==> src/verilog/fcr_pkg.sv <==
package fcr_pkg;
  // ----------------------------------------------------------------
  // Register map
  // ----------------------------------------------------------------
  localparam logic [7:0] FCR_ADDR_STATUS = 8'hf8;
  localparam logic [7:0] FCR_ADDR_PROTECT = 8'hf9;
  localparam logic [7:0] FCR_ADDR_ERASE = 8'hfa;
  // ----------------------------------------------------------------
  // Status register bit positions
  // ----------------------------------------------------------------
  localparam int FCR_BIT_DEBUG = 7;
  localparam int FCR_BIT_STP = 6;
  localparam int FCR_BIT_WEN = 5;
  localparam int FCR_BIT_READY_FLAG_N = 4;
  localparam int FCR_BIT_REDIR = 3;
  localparam int FCR_BIT_RBP = 2;
  localparam int FCR_BIT_RSV1 = 1;
  localparam int FCR_BIT_RSV0 = 0;
  // ----------------------------------------------------------------
  // Configuration page layout and values
  // ----------------------------------------------------------------
  localparam logic [8:0] FCR_CFG_BOUNDARY = 9'h020;
  localparam logic [8:0] FCR_CFG_RBP = 9'h023;
  localparam logic [8:0] FCR_CFG_DEBUG = 9'h024;
  localparam logic [7:0] FCR_CFG_ERASED = 8'hff;
  localparam logic [7:0] FCR_PAGE_LIMIT = 8'h24;
  localparam logic [7:0] FCR_ERASE_RESET = 8'h00;
  localparam logic [7:0] FCR_BOUNDARY_RESET = 8'hff;
  localparam logic [7:0] FCR_RESERVED_BYTES = 8'h10;
  // ----------------------------------------------------------------
  // Serial command kinds and boot states
  // ----------------------------------------------------------------
  typedef enum logic [2:0] {
    FCR_SP_NONE, FCR_SP_WREN, FCR_SP_WRDIS, FCR_SP_STATUS_WRITE_COMMAND,
    FCR_SP_OP, FCR_SP_ERASE_ALL, FCR_SP_SET_RBP, FCR_SP_SET_DEBUG
  } fcr_sp_cmd_type;
  typedef enum {FCR_BOOT_BOUND, FCR_BOOT_RBP, FCR_BOOT_DEBUG, FCR_BOOT_WAIT, FCR_BOOT_RUN}
    fcr_boot_type;
endpackage

==> src/verilog/fcr_flash_config.sv <==
// Functional notes
// Boot copies configuration page bytes into the registers before normal operation.
// One register set is shared by serial port and microcontroller.
// Status bit 7 is debug enable, zero until loaded.
// With protection off, core may set debug enable; nobody clears it by write.
// Status bit 6 is parity of top 16 data bits, read only.
// Start-from-protected starts execution at the protected boundary page.
// Status bit 5 write-enable latch, reset 0, gates external writes/erases. Code grants non-erase serial ops without the latch.
// Serial writes/erases clear the latch; core operations leave it.
// Status bit 4 active-low ready, reset 1, drops when boot readout ends.
// Status bit 3 redirects serial read/write/erase to the configuration page.
// Erase-everything erases main block and page regardless of redirect.
// Status bit 2 readback protect, reset 1, blocks external main block access.
// Only erase-everything returns protection to full access.
// Debug and protect bits change only via page or dedicated serial commands; core writes can also set debug when unprotected.
// Protect register is read only; bits 6:0 boundary page.
// Boundary below 36 reserves the top 16 main block bytes.
// Erase register resets 0; core write below 36 erases that page.
// Brown-out during a flash write aborts it and forces reset.
// Boundary byte at page offset 0x20 loads protect register; 0xff unprotected.
// Byte at 0x24 gives debug enable; 0xff means disabled.
// Byte at 0x23 gives readback protection; 0xff means accessible.
// Writes to read-only bits are ignored without side effect.
// Before boot completes, loaded bits keep reset values; no external writes. Code loads protect register two cycles and bit 2 one cycle early.
`timescale 1ns/1ns
module fcr_flash_config (
  input wire logic clk_sys,
  input wire logic reset,
  // Core register port
  input wire logic [7:0] sfr_addr,
  input wire logic sfr_wr,
  input wire logic [7:0] sfr_wdata,
  output logic [7:0] sfr_rdata,
  // Serial programming port, one command pulse at a time
  input wire logic sp_valid,
  input wire fcr_pkg::fcr_sp_cmd_type sp_cmd,
  input wire logic sp_op_erase,
  input wire logic [7:0] sp_wdata,
  output logic [7:0] sp_status,
  output logic [7:0] sp_protect,
  output logic sp_op_grant,
  output logic sp_op_to_config,
  output logic sp_erase_all,
  // Configuration page read port, one cycle latency
  output logic [8:0] cfg_addr,
  input wire logic [7:0] cfg_rdata,
  input wire logic [15:0] nv_top_bits,
  // Core side flash operations
  input wire logic core_op_done,
  output logic page_erase_req,
  output logic [7:0] page_erase_addr,
  // Flash write activity and brown-out
  input wire logic flash_write_busy,
  input wire logic brownout,
  output logic flash_abort,
  output logic chip_reset_req,
  // Derived controls
  output logic debug_enable,
  output logic [15:0] start_address,
  output logic reserve_top_bytes,
  output logic boot_done
);
  import fcr_pkg::*;

  parameter int PAGE_BYTES = 512;
  // Boundary field is 7 bits, so 128 pages must fit the 16 bit start address
  if (PAGE_BYTES < 1 || PAGE_BYTES * 128 > 65536) begin : g_page_check
    $error("PAGE_BYTES out of range");
  end

  typedef struct packed {
    fcr_boot_type boot;
    logic debug;
    logic start_from_protected;
    logic wen;
    logic ready_flag_n;
    logic redir;
    logic rbp;
    logic rsv0;
    logic [7:0] bound;
    logic [7:0] erase;
    logic erase_req;
    logic abort;
  } fcr_state_type;

  fcr_state_type st_r;
  fcr_state_type st_nxt;

  // Status byte assembled once, read by both ports
  function automatic logic [7:0] status_byte(input fcr_state_type s);
    logic [7:0] b;
    b = 8'h00;
    b[FCR_BIT_DEBUG] = s.debug;
    b[FCR_BIT_STP] = s.start_from_protected;
    b[FCR_BIT_WEN] = s.wen;
    b[FCR_BIT_READY_FLAG_N] = s.ready_flag_n;
    b[FCR_BIT_REDIR] = s.redir;
    b[FCR_BIT_RBP] = s.rbp;
    b[FCR_BIT_RSV1] = 1'b1;
    b[FCR_BIT_RSV0] = s.rsv0;
    return b;
  endfunction

  logic running;
  logic sp_go;
  assign running = (st_r.boot == FCR_BOOT_RUN);
  assign sp_go = sp_valid && running;

  // ----------------------------------------------------------------
  // Boot readout, register writes and serial commands
  // ----------------------------------------------------------------
  always_comb begin
    st_nxt = st_r;
    st_nxt.erase_req = 1'b0;
    st_nxt.abort = 1'b0;
    case (st_r.boot)
      // One cycle read latency: RBP, DEBUG and WAIT each capture the byte addressed last cycle
      FCR_BOOT_BOUND: st_nxt.boot = FCR_BOOT_RBP;
      FCR_BOOT_RBP: begin
        st_nxt.bound = cfg_rdata;
        st_nxt.boot = FCR_BOOT_DEBUG;
      end
      FCR_BOOT_DEBUG: begin
        st_nxt.rbp = (cfg_rdata != FCR_CFG_ERASED);
        st_nxt.boot = FCR_BOOT_WAIT;
      end
      FCR_BOOT_WAIT: begin
        st_nxt.debug = (cfg_rdata != FCR_CFG_ERASED);
        st_nxt.start_from_protected = ^nv_top_bits;
        st_nxt.ready_flag_n = 1'b0;
        st_nxt.boot = FCR_BOOT_RUN;
      end
      FCR_BOOT_RUN: begin
        // Core writes; read-only fields simply not assigned
        if (sfr_wr && sfr_addr == FCR_ADDR_STATUS) begin
          st_nxt.wen = sfr_wdata[FCR_BIT_WEN];
          st_nxt.redir = sfr_wdata[FCR_BIT_REDIR];
          st_nxt.rsv0 = sfr_wdata[FCR_BIT_RSV0];
          if (!st_r.rbp && sfr_wdata[FCR_BIT_DEBUG]) begin
            st_nxt.debug = 1'b1;
          end
        end
        if (sfr_wr && sfr_addr == FCR_ADDR_ERASE) begin
          st_nxt.erase = sfr_wdata;
          st_nxt.erase_req = (sfr_wdata < FCR_PAGE_LIMIT);
        end
        // Core operations leave the latch alone
        if (core_op_done) begin
          st_nxt.wen = st_nxt.wen;
        end
        if (sp_go) begin
          case (sp_cmd)
            FCR_SP_WREN: st_nxt.wen = 1'b1;
            FCR_SP_WRDIS: st_nxt.wen = 1'b0;
            FCR_SP_STATUS_WRITE_COMMAND: begin
              // Debug and protect bits ignored here
              st_nxt.wen = sp_wdata[FCR_BIT_WEN];
              st_nxt.redir = sp_wdata[FCR_BIT_REDIR];
            end
            FCR_SP_OP: begin
              if (sp_op_grant && sp_op_erase) begin
                st_nxt.wen = 1'b0;
              end
            end
            FCR_SP_ERASE_ALL: begin
              if (st_r.wen) begin
                st_nxt.rbp = 1'b0;
                st_nxt.debug = 1'b0;
                st_nxt.bound = FCR_BOUNDARY_RESET;
                st_nxt.wen = 1'b0;
              end
            end
            FCR_SP_SET_RBP: begin
              if (st_r.wen) begin
                st_nxt.rbp = 1'b1;
                st_nxt.wen = 1'b0;
              end
            end
            FCR_SP_SET_DEBUG: begin
              if (st_r.wen) begin
                st_nxt.debug = 1'b1;
                st_nxt.wen = 1'b0;
              end
            end
            default: begin
            end
          endcase
        end
        // Serial writes (non-erase) also clear the latch
        if (sp_go && sp_cmd == FCR_SP_OP && sp_op_grant && !sp_op_erase) begin
          st_nxt.wen = 1'b0;
        end
        if (brownout && flash_write_busy) begin
          st_nxt.abort = 1'b1;
        end
      end
      default: st_nxt.boot = FCR_BOOT_BOUND;
    endcase
  end

  // ----------------------------------------------------------------
  // State register with documented reset values
  // ----------------------------------------------------------------
  always_ff @(posedge clk_sys) begin
    if (reset || st_r.abort) begin
      st_r.boot <= FCR_BOOT_BOUND;
      st_r.debug <= 1'b0;
      st_r.start_from_protected <= 1'b0;
      st_r.wen <= 1'b0;
      st_r.ready_flag_n <= 1'b1;
      st_r.redir <= 1'b0;
      st_r.rbp <= 1'b1;
      st_r.rsv0 <= 1'b0;
      st_r.bound <= FCR_BOUNDARY_RESET;
      st_r.erase <= FCR_ERASE_RESET;
      st_r.erase_req <= 1'b0;
      st_r.abort <= 1'b0;
    end else begin
      st_r <= st_nxt;
    end
  end

  // ----------------------------------------------------------------
  // Outputs
  // ----------------------------------------------------------------
  // Boot address walk; other states park on the boundary byte
  always_comb begin
    case (st_r.boot)
      FCR_BOOT_BOUND: cfg_addr = FCR_CFG_BOUNDARY;
      FCR_BOOT_RBP: cfg_addr = FCR_CFG_RBP;
      FCR_BOOT_DEBUG: cfg_addr = FCR_CFG_DEBUG;
      default: cfg_addr = FCR_CFG_BOUNDARY;
    endcase
  end

  // Reads of unmapped addresses return zero
  always_comb begin
    case (sfr_addr)
      FCR_ADDR_STATUS: sfr_rdata = status_byte(st_r);
      FCR_ADDR_PROTECT: sfr_rdata = st_r.bound;
      FCR_ADDR_ERASE: sfr_rdata = st_r.erase;
      default: sfr_rdata = 8'h00;
    endcase
  end

  assign sp_status = status_byte(st_r);
  assign sp_protect = st_r.bound;
  // Main block access refused under protection unless redirected to the page.
  // Page erases are refused too; other page ops are granted only while the latch is clear.
  assign sp_op_grant = sp_go && sp_cmd == FCR_SP_OP
    && (st_r.redir ? (!st_r.rbp || !sp_op_erase && !st_r.wen) : !st_r.rbp)
    && (st_r.wen || (!sp_op_erase && !st_r.wen));
  assign sp_op_to_config = st_r.redir;
  assign sp_erase_all = sp_go && sp_cmd == FCR_SP_ERASE_ALL && st_r.wen;
  assign page_erase_req = st_r.erase_req;
  assign page_erase_addr = st_r.erase;
  assign flash_abort = st_r.abort;
  assign chip_reset_req = st_r.abort;
  assign debug_enable = st_r.debug;
  // Start at boundary page only when enabled and a boundary is set
  assign start_address = (st_r.start_from_protected && st_r.bound != FCR_CFG_ERASED) ?
    16'(st_r.bound[6:0] * PAGE_BYTES) : 16'h0000;
  assign reserve_top_bytes = running && st_r.bound < FCR_PAGE_LIMIT;
  assign boot_done = running;
endmodule // fcr_flash_config

==> config.mk <==
export PLATFORM = sky130hd
export DESIGN_NAME = fcr_flash_config
export DESIGN_NICKNAME = d
export VERILOG_FILES = /design/src/verilog/fcr_pkg.sv /design/src/verilog/fcr_flash_config.sv
export SDC_FILE = /design/constraint.sdc
export NUM_CORES = 1
export LEC_CHECK = 0
export ABC_AREA = 0
export BUFFER_PORTS_ARGS = -buffer_cell sky130_fd_sc_hd__buf_2
export CORE_MARGIN = 4
export CORE_UTILIZATION = 35
export CTS_CLUSTER_DIAMETER = 30
export DETAILED_ROUTE_END_ITERATION = 7
export MAX_ROUTING_LAYER = met4
export PLACE_DENSITY = 0.65
export SLEW_MARGIN = 10
export SYNTH_ARGS = -nofsm -noshare
export SYNTH_HDL_FRONTEND = slang
export SYNTH_SLANG_ARGS = --single-unit
==> constraint.sdc <==
create_clock -name clk_sys -period 3.5 [get_ports clk_sys]
set_input_delay 0.7 -clock clk_sys [delete_from_list [all_inputs] [get_ports clk_sys]]
set_output_delay 0.7 -clock clk_sys [all_outputs]
set_load 0.05 [all_outputs]
# == Word level (Yosys, flattened, before mapping) ==
# Index checks and enable logic that the tools add are counted.
# totals
regBits,57
inputBits,59
elab_cells,103
# classes
magnitude_cmp,2
eq_ne,23
n_mux,30
bitwise_logic,2
reduce_logical,34
# op_table
op,count
32-bit one-hot mux with 5 select lines,1
32-bit by 2-bit equality test with 1-bit output (second input constant),2
32-bit by 1-bit equality test with 1-bit output (second input constant),1
32-bit by 3-bit equality test with 1-bit output (second input constant),1
32-bit by 4-bit equality test with 1-bit output (second input constant),1
32-bit logical NOT,1
8-bit equality test (second input constant),3
8-bit two-way mux,3
8-bit one-hot mux with 3 select lines,1
1-bit logical AND,16
8-bit by 6-bit less-than comparator with 1-bit output (second input constant),2
1-bit two-way mux,16
16-bit two-way mux,1
8-bit != test (second input constant),2
8-bit one-hot mux with 2 select lines,1
16-bit parity,1
3-bit equality test (second input constant),4
1-bit one-hot mux with 2 select lines,4
3-bit by 2-bit equality test with 1-bit output (second input constant),2
2-bit != test (second input constant),3
3-bit != test (second input constant),2
3-bit one-hot mux with 2 select lines,1
2-bit nonzero test,3
3-bit OR reduction,2
other kinds (11),17

# == Longest topological paths before layout ==
# Gate-level depths: netlist (run 1).
# depth
word_depth,11
ltp_mapped,7

# == Least setup slack after synthesis (run 1) ==
# OpenSTA, ideal clock, no wires.
# synth_path
path_kind,register to output
start,register st_r[27] (netlist name)
end,output port reserve_top_bytes
arrival_ns,2.581
required_time_ns,2.800
slack_ns,0.219
stages_incl_launch_ff,5
cell_sequence,dfxtp_1 -> or3b_1 -> buf_2 -> clkbuf_1 -> nor4_1
# synth_via
elab_chain_cells,2
# synth_rtl
element,line_no,rtl
"start, declared",fcr_flash_config.sv:86,fcr_state_type st_r;
"start signal, assigned",fcr_flash_config.sv:219,st_r <= st_nxt;
32-bit by 4-bit equality test with 1-bit output,fcr_flash_config.sv:106,assign running = (st_r.boot == FCR_BOOT_RUN);
1-bit logical AND,fcr_flash_config.sv:263,assign reserve_top_bytes = running && st_r.bound < FCR_PAGE_LIMIT;
"end, declared",fcr_flash_config.sv:60,"output logic reserve_top_bytes,"
# Every way passes these cells.

# == Final worst setup path (run 1) ==
# layout_path
start,register st_r[27] (netlist name)
end,output port sp_op_grant
# layout_via
elab_chain_cells,5
# layout_rtl
element,line_no,rtl
32-bit by 4-bit equality test with 1-bit output,fcr_flash_config.sv:106,
1-bit logical AND,fcr_flash_config.sv:107,assign sp_go = sp_valid && running;
1-bit logical AND,fcr_flash_config.sv:250,assign sp_op_grant = sp_go && sp_cmd == FCR_SP_OP
1-bit logical AND,fcr_flash_config.sv:251,&& (st_r.redir ? (!st_r.rbp || !sp_op_erase && !st_r.wen) : !st_r.rbp)
1-bit logical AND,fcr_flash_config.sv:252,&& (st_r.wen || (!sp_op_erase && !st_r.wen));
"end, declared",fcr_flash_config.sv:41,"output logic sp_op_grant,"
# Every way passes these cells.

==> results.txt, run 1 <==
Measured along the y axis, the die boundary spans roughly 84 microns. The portion of the clock cycle consumed by the worst path in the final layout is 81.3%. Counting flops with a built-in enable in the synthesized netlist gives 0. Setup repair after global routing left no endpoint under its margin.

The critical path starts at st_r[27]. The flop-to-flop setup slack came out at roughly 1400 ps. The clock sink total is 28. The worst register-to-register path begins at st_r[27]. The die footprint is between 7000 and 8000 sq um. The clock period minus worst slack came out at between 2000 and 3000 ps. At the worst endpoint, the required time is roughly 2800 ps.

After detailed routing, the total wire length is 5460 microns. The number of distinct standard cells referenced by the synthesized netlist came out at 44. The total area of sequential cells came out at ~560 sq um.

The worst setup path is launched from a flop. CTS built an H-tree with a depth of 1. After floorplanning, the core was divided into 27 placement rows. The final-layout worst hold slack is 467 ps.

The flow ran to the end, and the final reports show no timing, DRC or antenna violations. The total number of nets in the final design came out at slightly below 400. Of all flip-flops after synthesis, the portion carrying an async set or reset was 0%.

The wire-length estimate of the detail-placed layout is 4430 microns. The number of nets with antenna violations after routing is 0. The path class of the tightest hold or removal check is flop to flop. The post-synthesis instance area is between 2000 and 2500 sq um. At the end of routability-driven placement, the weighted congestion stood at 0.898. The internal power summed over all cells came out at around 0.00058 W. TritonCTS built the clock tree. During placement, the flow inserted port buffers numbering 101. The data arrival time of the worst path came out at ~2200 ps.

Dividing the detail-routed via count by the number of cells gives a little under 5. Yosys printed 0 warnings. The DRC violation count after routing came out at 0. about 130 I/O pins were placed. In this run the worst path has a maximum fanout of 14. Sequential cells were found to cover between 20 and 30% of the synthesized design area. Detailed routing inserted a total of 2000 vias.

The first detailed-routing pass ran for 4 iterations. After layout, the worst setup slack is around 650 ps. Dividing the synthesized area by the synthesized cell count gives about 7.5 sq um. The clock network power share is 28.1%. Registers are responsible for 39.2% of the overall power. The first-pass GRT wire length is 9000 microns. Summed over all failing endpoints, the final setup total negative slack is 0 ps. The logic gate share of total power came out at around a third. Among all flip-flop cells after synthesis, the most frequent one is sky130_fd_sc_hd__dfxtp_1. The worst reg-to-reg path cell count came out at 6. The total power density per cell area is ~380 nW/um^2.

The final cell utilization of the core came out at a little over two fifths. From left edge to right edge, the die measures ~84 microns. The class of the most critical setup path is flop to output pin.

The pin slew with the least headroom to its limit is 850 ps. The clock passes through at most 2 buffers. The layout overhead on the synthesized area came out at 18.0%.

The initial DRC count is between 80 and 90. The most frequent standard cell in the layout excluding fill and tap cells is sky130_fd_sc_hd__buf_2. The clock latency at the later pin of the worst-skew pair is 270 ps.

The total of fill cells in the finished design came out at a little over 600. The static leakage is 1.19 nW. Global routing consumed, over all layers together, 15.8% of the routing resources. The max-cap violation count is 0. The clock transition time at the flip-flop clock pins of the worst setup and hold paths came out at approximately 100 ps. The floorplan core area is 5540 sq um.

The peak supply drop came out at 153 uV. For the final database, setup skew stands at ~5.3 ps. The relative max-transition margin came out at a little over two fifths. Global routing finished with a remaining overflow of 0. The cell count after placement is 405.

The number of antenna cells inserted came out at 0. The number of global-route vias before repair came to between 1500 and 2000. The number of cells produced by synthesis came out at around 270. CTS placed an instance of sky130_fd_sc_hd__clkbuf_8 at the clock tree root.

The fraction of layout instances using a drive strength above 1 is 34.1%. The number of storage elements in the synthesis netlist came out at 28. The number of hold-repair buffers added at the cts stage came out at 0. In the final routed layout, each cell accounts on average for roughly 13 microns. The total of endpoints with negative setup slack in the final report came out at 0. The power spent charging and discharging nets is between 0.0003 and 0.0004 W.

The number of pins with negative max-slew slack in the final report came out at 0. STA classifies the critical path endpoint as an output pin. The count of cells in the finished layout, fillers not included, comes to 409. The count of buffers added by post-CTS timing repair for setup came out at 0. The final-report hold violation count came out at 0. The top cell types in the final layout, fill and taps aside, are sky130_fd_sc_hd__buf_2 (101), sky130_fd_sc_hd__nand2_1 (35), sky130_fd_sc_hd__nor2_1 (28), sky130_fd_sc_hd__dfxtp_1 (28), sky130_fd_sc_hd__a21oi_1 (23).

In this run, CTS created clock tree buffers numbering 3. The maximum clock frequency came out at between 300 and 400 MHz. The post-place setup slack is around 940 ps. The area occupied by multi-input gates is between 1000 and 1500 sq um.

The maximum number of pins on one net before global-route repair came out at 17. The endpoint of the lowest-slack register-to-register path is sp_protect[0]. The post-cts sizing count came out at 0. Following the worst setup path forward leads to its endpoint at sp_op_grant. The net switching fraction of the power came out at 36.1%. The effective utilization at floorplan came out at a little over a third. The number of antenna violations at the first check in global routing is 0.
[power groups by stage]
stage / clock network [W] / logic [W] / registers [W]
final: 0.000253 / 0.000295 / 0.000353
after CTS: 0.000262 / 0.000297 / 0.000354
after floorplan: 0 / 0.000249 / 0.000360
after global placement: 0 / 0.000293 / 0.000361
after global routing: 0.000282 / 0.000318 / 0.000357
after detailed placement: 0 / 0.000297 / 0.000361
[cells in the mapped netlist, types with 2 or more instances]
master / instances / share of area, %
sky130_fd_sc_hd__mux2i_1: 9 / 4.5
sky130_fd_sc_hd__a21oi_1: 23 / 5.7
sky130_fd_sc_hd__nor2_1: 28 / 5.2
sky130_fd_sc_hd__nor2b_1: 4 / 1.2
sky130_fd_sc_hd__nand4_1: 6 / 1.9
sky130_fd_sc_hd__inv_1: 13 / 2.4
sky130_fd_sc_hd__conb_1: 2 / 0.37
sky130_fd_sc_hd__o31ai_1: 3 / 1.1
sky130_fd_sc_hd__o22ai_1: 8 / 2.5
sky130_fd_sc_hd__a211oi_1: 2 / 0.75
sky130_fd_sc_hd__buf_4: 42 / 16
sky130_fd_sc_hd__o21ai_0: 4 / 1.0
sky130_fd_sc_hd__nor3_1: 4 / 1.0
sky130_fd_sc_hd__xor2_1: 2 / 0.87
sky130_fd_sc_hd__nand3_1: 2 / 0.50
sky130_fd_sc_hd__xnor2_1: 14 / 6.1
sky130_fd_sc_hd__or2_2: 3 / 0.94
sky130_fd_sc_hd__clkbuf_1: 6 / 1.1
sky130_fd_sc_hd__and3_1: 3 / 0.94
sky130_fd_sc_hd__nand3b_1: 2 / 0.75
sky130_fd_sc_hd__nand2_1: 35 / 6.6
sky130_fd_sc_hd__nand2b_1: 2 / 0.62
sky130_fd_sc_hd__a31oi_1: 4 / 1.2
sky130_fd_sc_hd__dfxtp_1: 28 / 28
[state kept, by name, summed over array words and instances, names as in the netlist]
| signal | flops |
|---|---|
| st_r | 3 |
| debug_enable | 1 |
| sp_protect | 8 |
| sp_op_to_config | 1 |
| page_erase_req | 1 |
| page_erase_addr | 8 |
| sp_status | 5 |
| chip_reset_req | 1 |
[per-stage QoR]
stage	instance area (sq um)	power, W
after floorplan	2060	0.000609
after CTS	2370	0.000912
final	2370	0.000902
after global placement	2300	0.000654
after detailed placement	2300	0.000658
after global routing	2370	0.000956
[critical path, stage by stage (launching register included)]
cell	delay [ps]
sky130_fd_sc_hd__dfxtp_1	420
sky130_fd_sc_hd__or3b_1	650
sky130_fd_sc_hd__inv_2	260
sky130_fd_sc_hd__nand3_1	100
sky130_fd_sc_hd__a21oi_1	160
sky130_fd_sc_hd__buf_2	290
[worst min path at each step]
stage                       from            to  slack, ps  depth (start not counted)
floorplan           sp_status[4]  sp_status[4]        440                          2
global placement    sp_status[4]  sp_status[4]        450                          2
CTS                 sp_status[4]  sp_status[4]        470                          2
finish              sp_status[4]  sp_status[4]        470                          2
detailed placement  sp_status[4]  sp_status[4]        460                          2
global route        sp_status[4]  sp_status[4]        490                          2
[routing by layer]
metal / vias up / wire [microns] / global-route usage, %
met3: 2 / 634 / 4.15
met5: - / 0 / -
li1: 994 / - / -
met4: 0 / 23 / 2.78
met1: 893 / 2260 / 20.2
met2: 111 / 2540 / 25.2
[cell type report]
type / count / area share (%)
Sequential cell: 28 / 23.7
Tap cell: 72 / 3.81
Clock inverter: 1 / 1.27
Multi-Input combinational cell: 190 / 45.9
Inverter: 14 / 2.22
Clock buffer: 3 / 1.74
Timing Repair Buffer: 101 / 21.4
[cells by family after synthesis]
family | Yosys count | share of synthesized area [%]
mux | 9 | 4.49
flops | 28 | 27.9
buf+inv | 65 | 20.5
xor+xnor | 16 | 6.99
simple gates | 98 | 24.4
compound gates | 51 | 15.3
other cells | 2 | 0.374
Note: power is estimated with default switching activity, not from simulation.
==> run 2: changes to the inputs <==
clock period = 2.92 ns   (was 3.5 ns; I/O delays follow)
==> run 2 against run 1 <==
Compared with the run above: critical path depth stayed put; critical endpoint unchanged; clock power is 5% lower; sequential cell count stayed put; clock skew is 3.4 ps higher; power is 13% higher; core utilization is 0.090 points higher.
==> results.txt, run 2 (synthesis gave the netlist of run 1 again) <==
The layer flagged by global routing as most heavily used is met2. Routability-driven placement finished with a final weighted congestion of ~0.83. The peak supply drop is 235 uV. The required arrival time at the worst endpoint came out at between 2000 and 2500 ps. The first-pass GRT wire length came out at 8800 microns. TritonCTS built the clock tree. The worst path uses between 80% and 90% of the clock period. The final worst clock skew is about 8.7 ps. The maximum clock frequency came out at 407 MHz. After clock tree synthesis, the flow added hold-fix buffers numbering 0.

The total of endpoints with negative setup slack in the final report came out at 0. The total global-route track usage is between 10% and 20%. Setup slack closes at ~460 ps. Clock tree synthesis selected as its root buffer the cell sky130_fd_sc_hd__clkbuf_8.

The global-route met3 utilization is 3.65%. The static leakage came out at ~1.2 nW. Post-CTS repair changed the size of 0 cells. The number of port buffers is ~100. The worst reg-to-reg path cell count is 5.

OpenSTA, run right after detailed placement, puts the worst setup slack at 631 ps. Buffers added to address setup during post-CTS repair amount to 0. The clock transition time at the flip-flop clock pins of the worst setup and hold paths is about 90 ps. The max-cap violation count is 0. The layout overhead on the synthesized area came out at 18.3%. The flop-to-flop setup slack came out at about 970 ps. The initial DRC count is between 80 and 90. The height of the die came out at 83.7 microns. Setup repair after global routing left no endpoint under its margin. The number of buffers added by the clock tree synthesis step came out at 3. The fraction of layout instances using a drive strength above 1 came out at between 30% and 40%.

The DRC violation count after routing is 0. The terminating pin of the worst hold path is sp_status[4]. The first TritonRoute pass finished after 5 iterations.

The die covers between 7000 and 8000 sq um. The number of standard-cell rows in the floorplan is 27. The maximum number of pins on one net before global-route repair came out at 17.

Measured along the x axis, the die boundary spans 83.7 microns. The library cells used most frequently in the layout, excluding fill and tap cells, are sky130_fd_sc_hd__buf_2 (101), sky130_fd_sc_hd__nand2_1 (35), sky130_fd_sc_hd__nor2_1 (28), sky130_fd_sc_hd__dfxtp_1 (28), sky130_fd_sc_hd__a21oi_1 (23). The kind of end point of the critical path is an output pin.

For met2 alone, demand over resource in global routing was approximately 26%. The maximum number of buffers from clock root to sink is 2. In this run the critical register-to-register path is captured at page_erase_addr[1]. The flow ran to the end, and the final reports show no timing, DRC or antenna violations. The clock latency at the later pin of the worst-skew pair came out at about 270 ps.

For met1 alone, demand over resource in global routing was 19.7%. STA puts the critical path data arrival time at 1870 ps. Wires add up to approximately 5500 microns. The total power density per cell area is approximately 430 nW/um^2. Detailed placement ended at an HPWL of ~4500 microns. The number of antenna cells inserted is 0. Along the worst hold path, the cell count comes to 2. The relative max-transition margin came out at ~59%. The final-report hold violation count came out at 0. The critical register-to-register path startpoint is st_r[27]. The number of global-route vias before repair came out at roughly 1900. In this run the number of H-tree levels came out at 1. In this run the most critical hold path is launched from sp_status[4].

The largest driver fanout on the critical path came out at 9. At the pin with the least slew margin, the transition time is slightly above 600 ps. The floorplan core area is roughly 5500 sq um.

The effective utilization at floorplan came out at roughly 36%. The final global-route overflow total is 0. For the finished layout, the period the worst path requires is 2460 ps.

CTS saw 28 sinks. The worst hold path belongs to the class flop to flop. Summing over every cut layer, the via total after detailed routing is 1957. The number of pins with negative max-slew slack in the final report came out at 0.

The average wire per standard cell came out at 13.3 microns. The ratio of routed vias to standard cells is between 4 and 5. The class of the most critical setup path is flop to output pin. For this design the top-level I/O count stands at approximately 130. The number of antenna violations at the first check in global routing came to 0.

The number of nets with antenna violations after routing is 0. Leaving out fill and tap cells, the most frequent cell in the layout is sky130_fd_sc_hd__buf_2. The sort of element at the start of the critical path is a flop. The total number of nets in the final design is between 300 and 400. The post-route setup TNS came out at 0 ps. After filler insertion, the fill cell instance count of the layout stands at around 610.
-- run 2: cell count changes in the layout (fill, tap and decap cells not counted), sizes merged --
cell    change
clkbuf      +1
bufinv      -1
buf         +2
-- run 2: power breakdown --
group	internal [W]	switching [W]	total, W
combinational	0.000110	0.000245	0.000354
sequential	0.000399	0.0000252	0.000424
clock	0.000121	0.000119	0.000240
-- run 2: worst max path at each step --
stage                      startpoint  slack [ps]      endpoint
after floorplan              st_r[27]         320   sp_op_grant
after global placement    sfr_addr[0]         630  sfr_rdata[3]
after detailed placement  sfr_addr[0]         630  sfr_rdata[3]
after CTS                    st_r[27]         470   sp_op_grant
after global routing         st_r[27]         320   sp_op_grant
final                        st_r[27]         460   sp_op_grant
-- run 2: final cells by class --
type	instances	area [sq um]	area share [%]
clock buffer	4	55.1	2.32
inverter	14	52.6	2.22
multi-input combinational	190	1090	46.1
sequential	28	561	23.6
tap	72	90.1	3.80
timing repair buffer	103	520	21.9
-- run 2: per-layer routing --
layer / vias to the layer above / wire length (microns)
li1: 994 / -
met1: 871 / 2410
met2: 88 / 2570
met3: 4 / 461
met4: 0 / 19
met5: - / 0
-- run 2: stage by stage --
step	hold slack, ps	utilization, %	total power, W	cell area (sq um)	cells
5_1_grt	504	42.8	0.00108	2370	411
2_1_floorplan	435	-	0.000731	2060	283
6_report	466	42.8	0.00102	2370	411
3_3_place_gp	453	41.8	0.000785	2320	407
4_1_cts	471	42.8	0.00103	2370	411
3_5_place_dp	458	41.8	0.000789	2320	407
-- run 2: worst max-delay path, cell delays in order (launching register included) --
cell	delay (ps)
sky130_fd_sc_hd__dfxtp_1	430
sky130_fd_sc_hd__or3b_1	460
sky130_fd_sc_hd__inv_2	180
sky130_fd_sc_hd__nand3_1	100
sky130_fd_sc_hd__a21oi_1	150
sky130_fd_sc_hd__buf_2	290
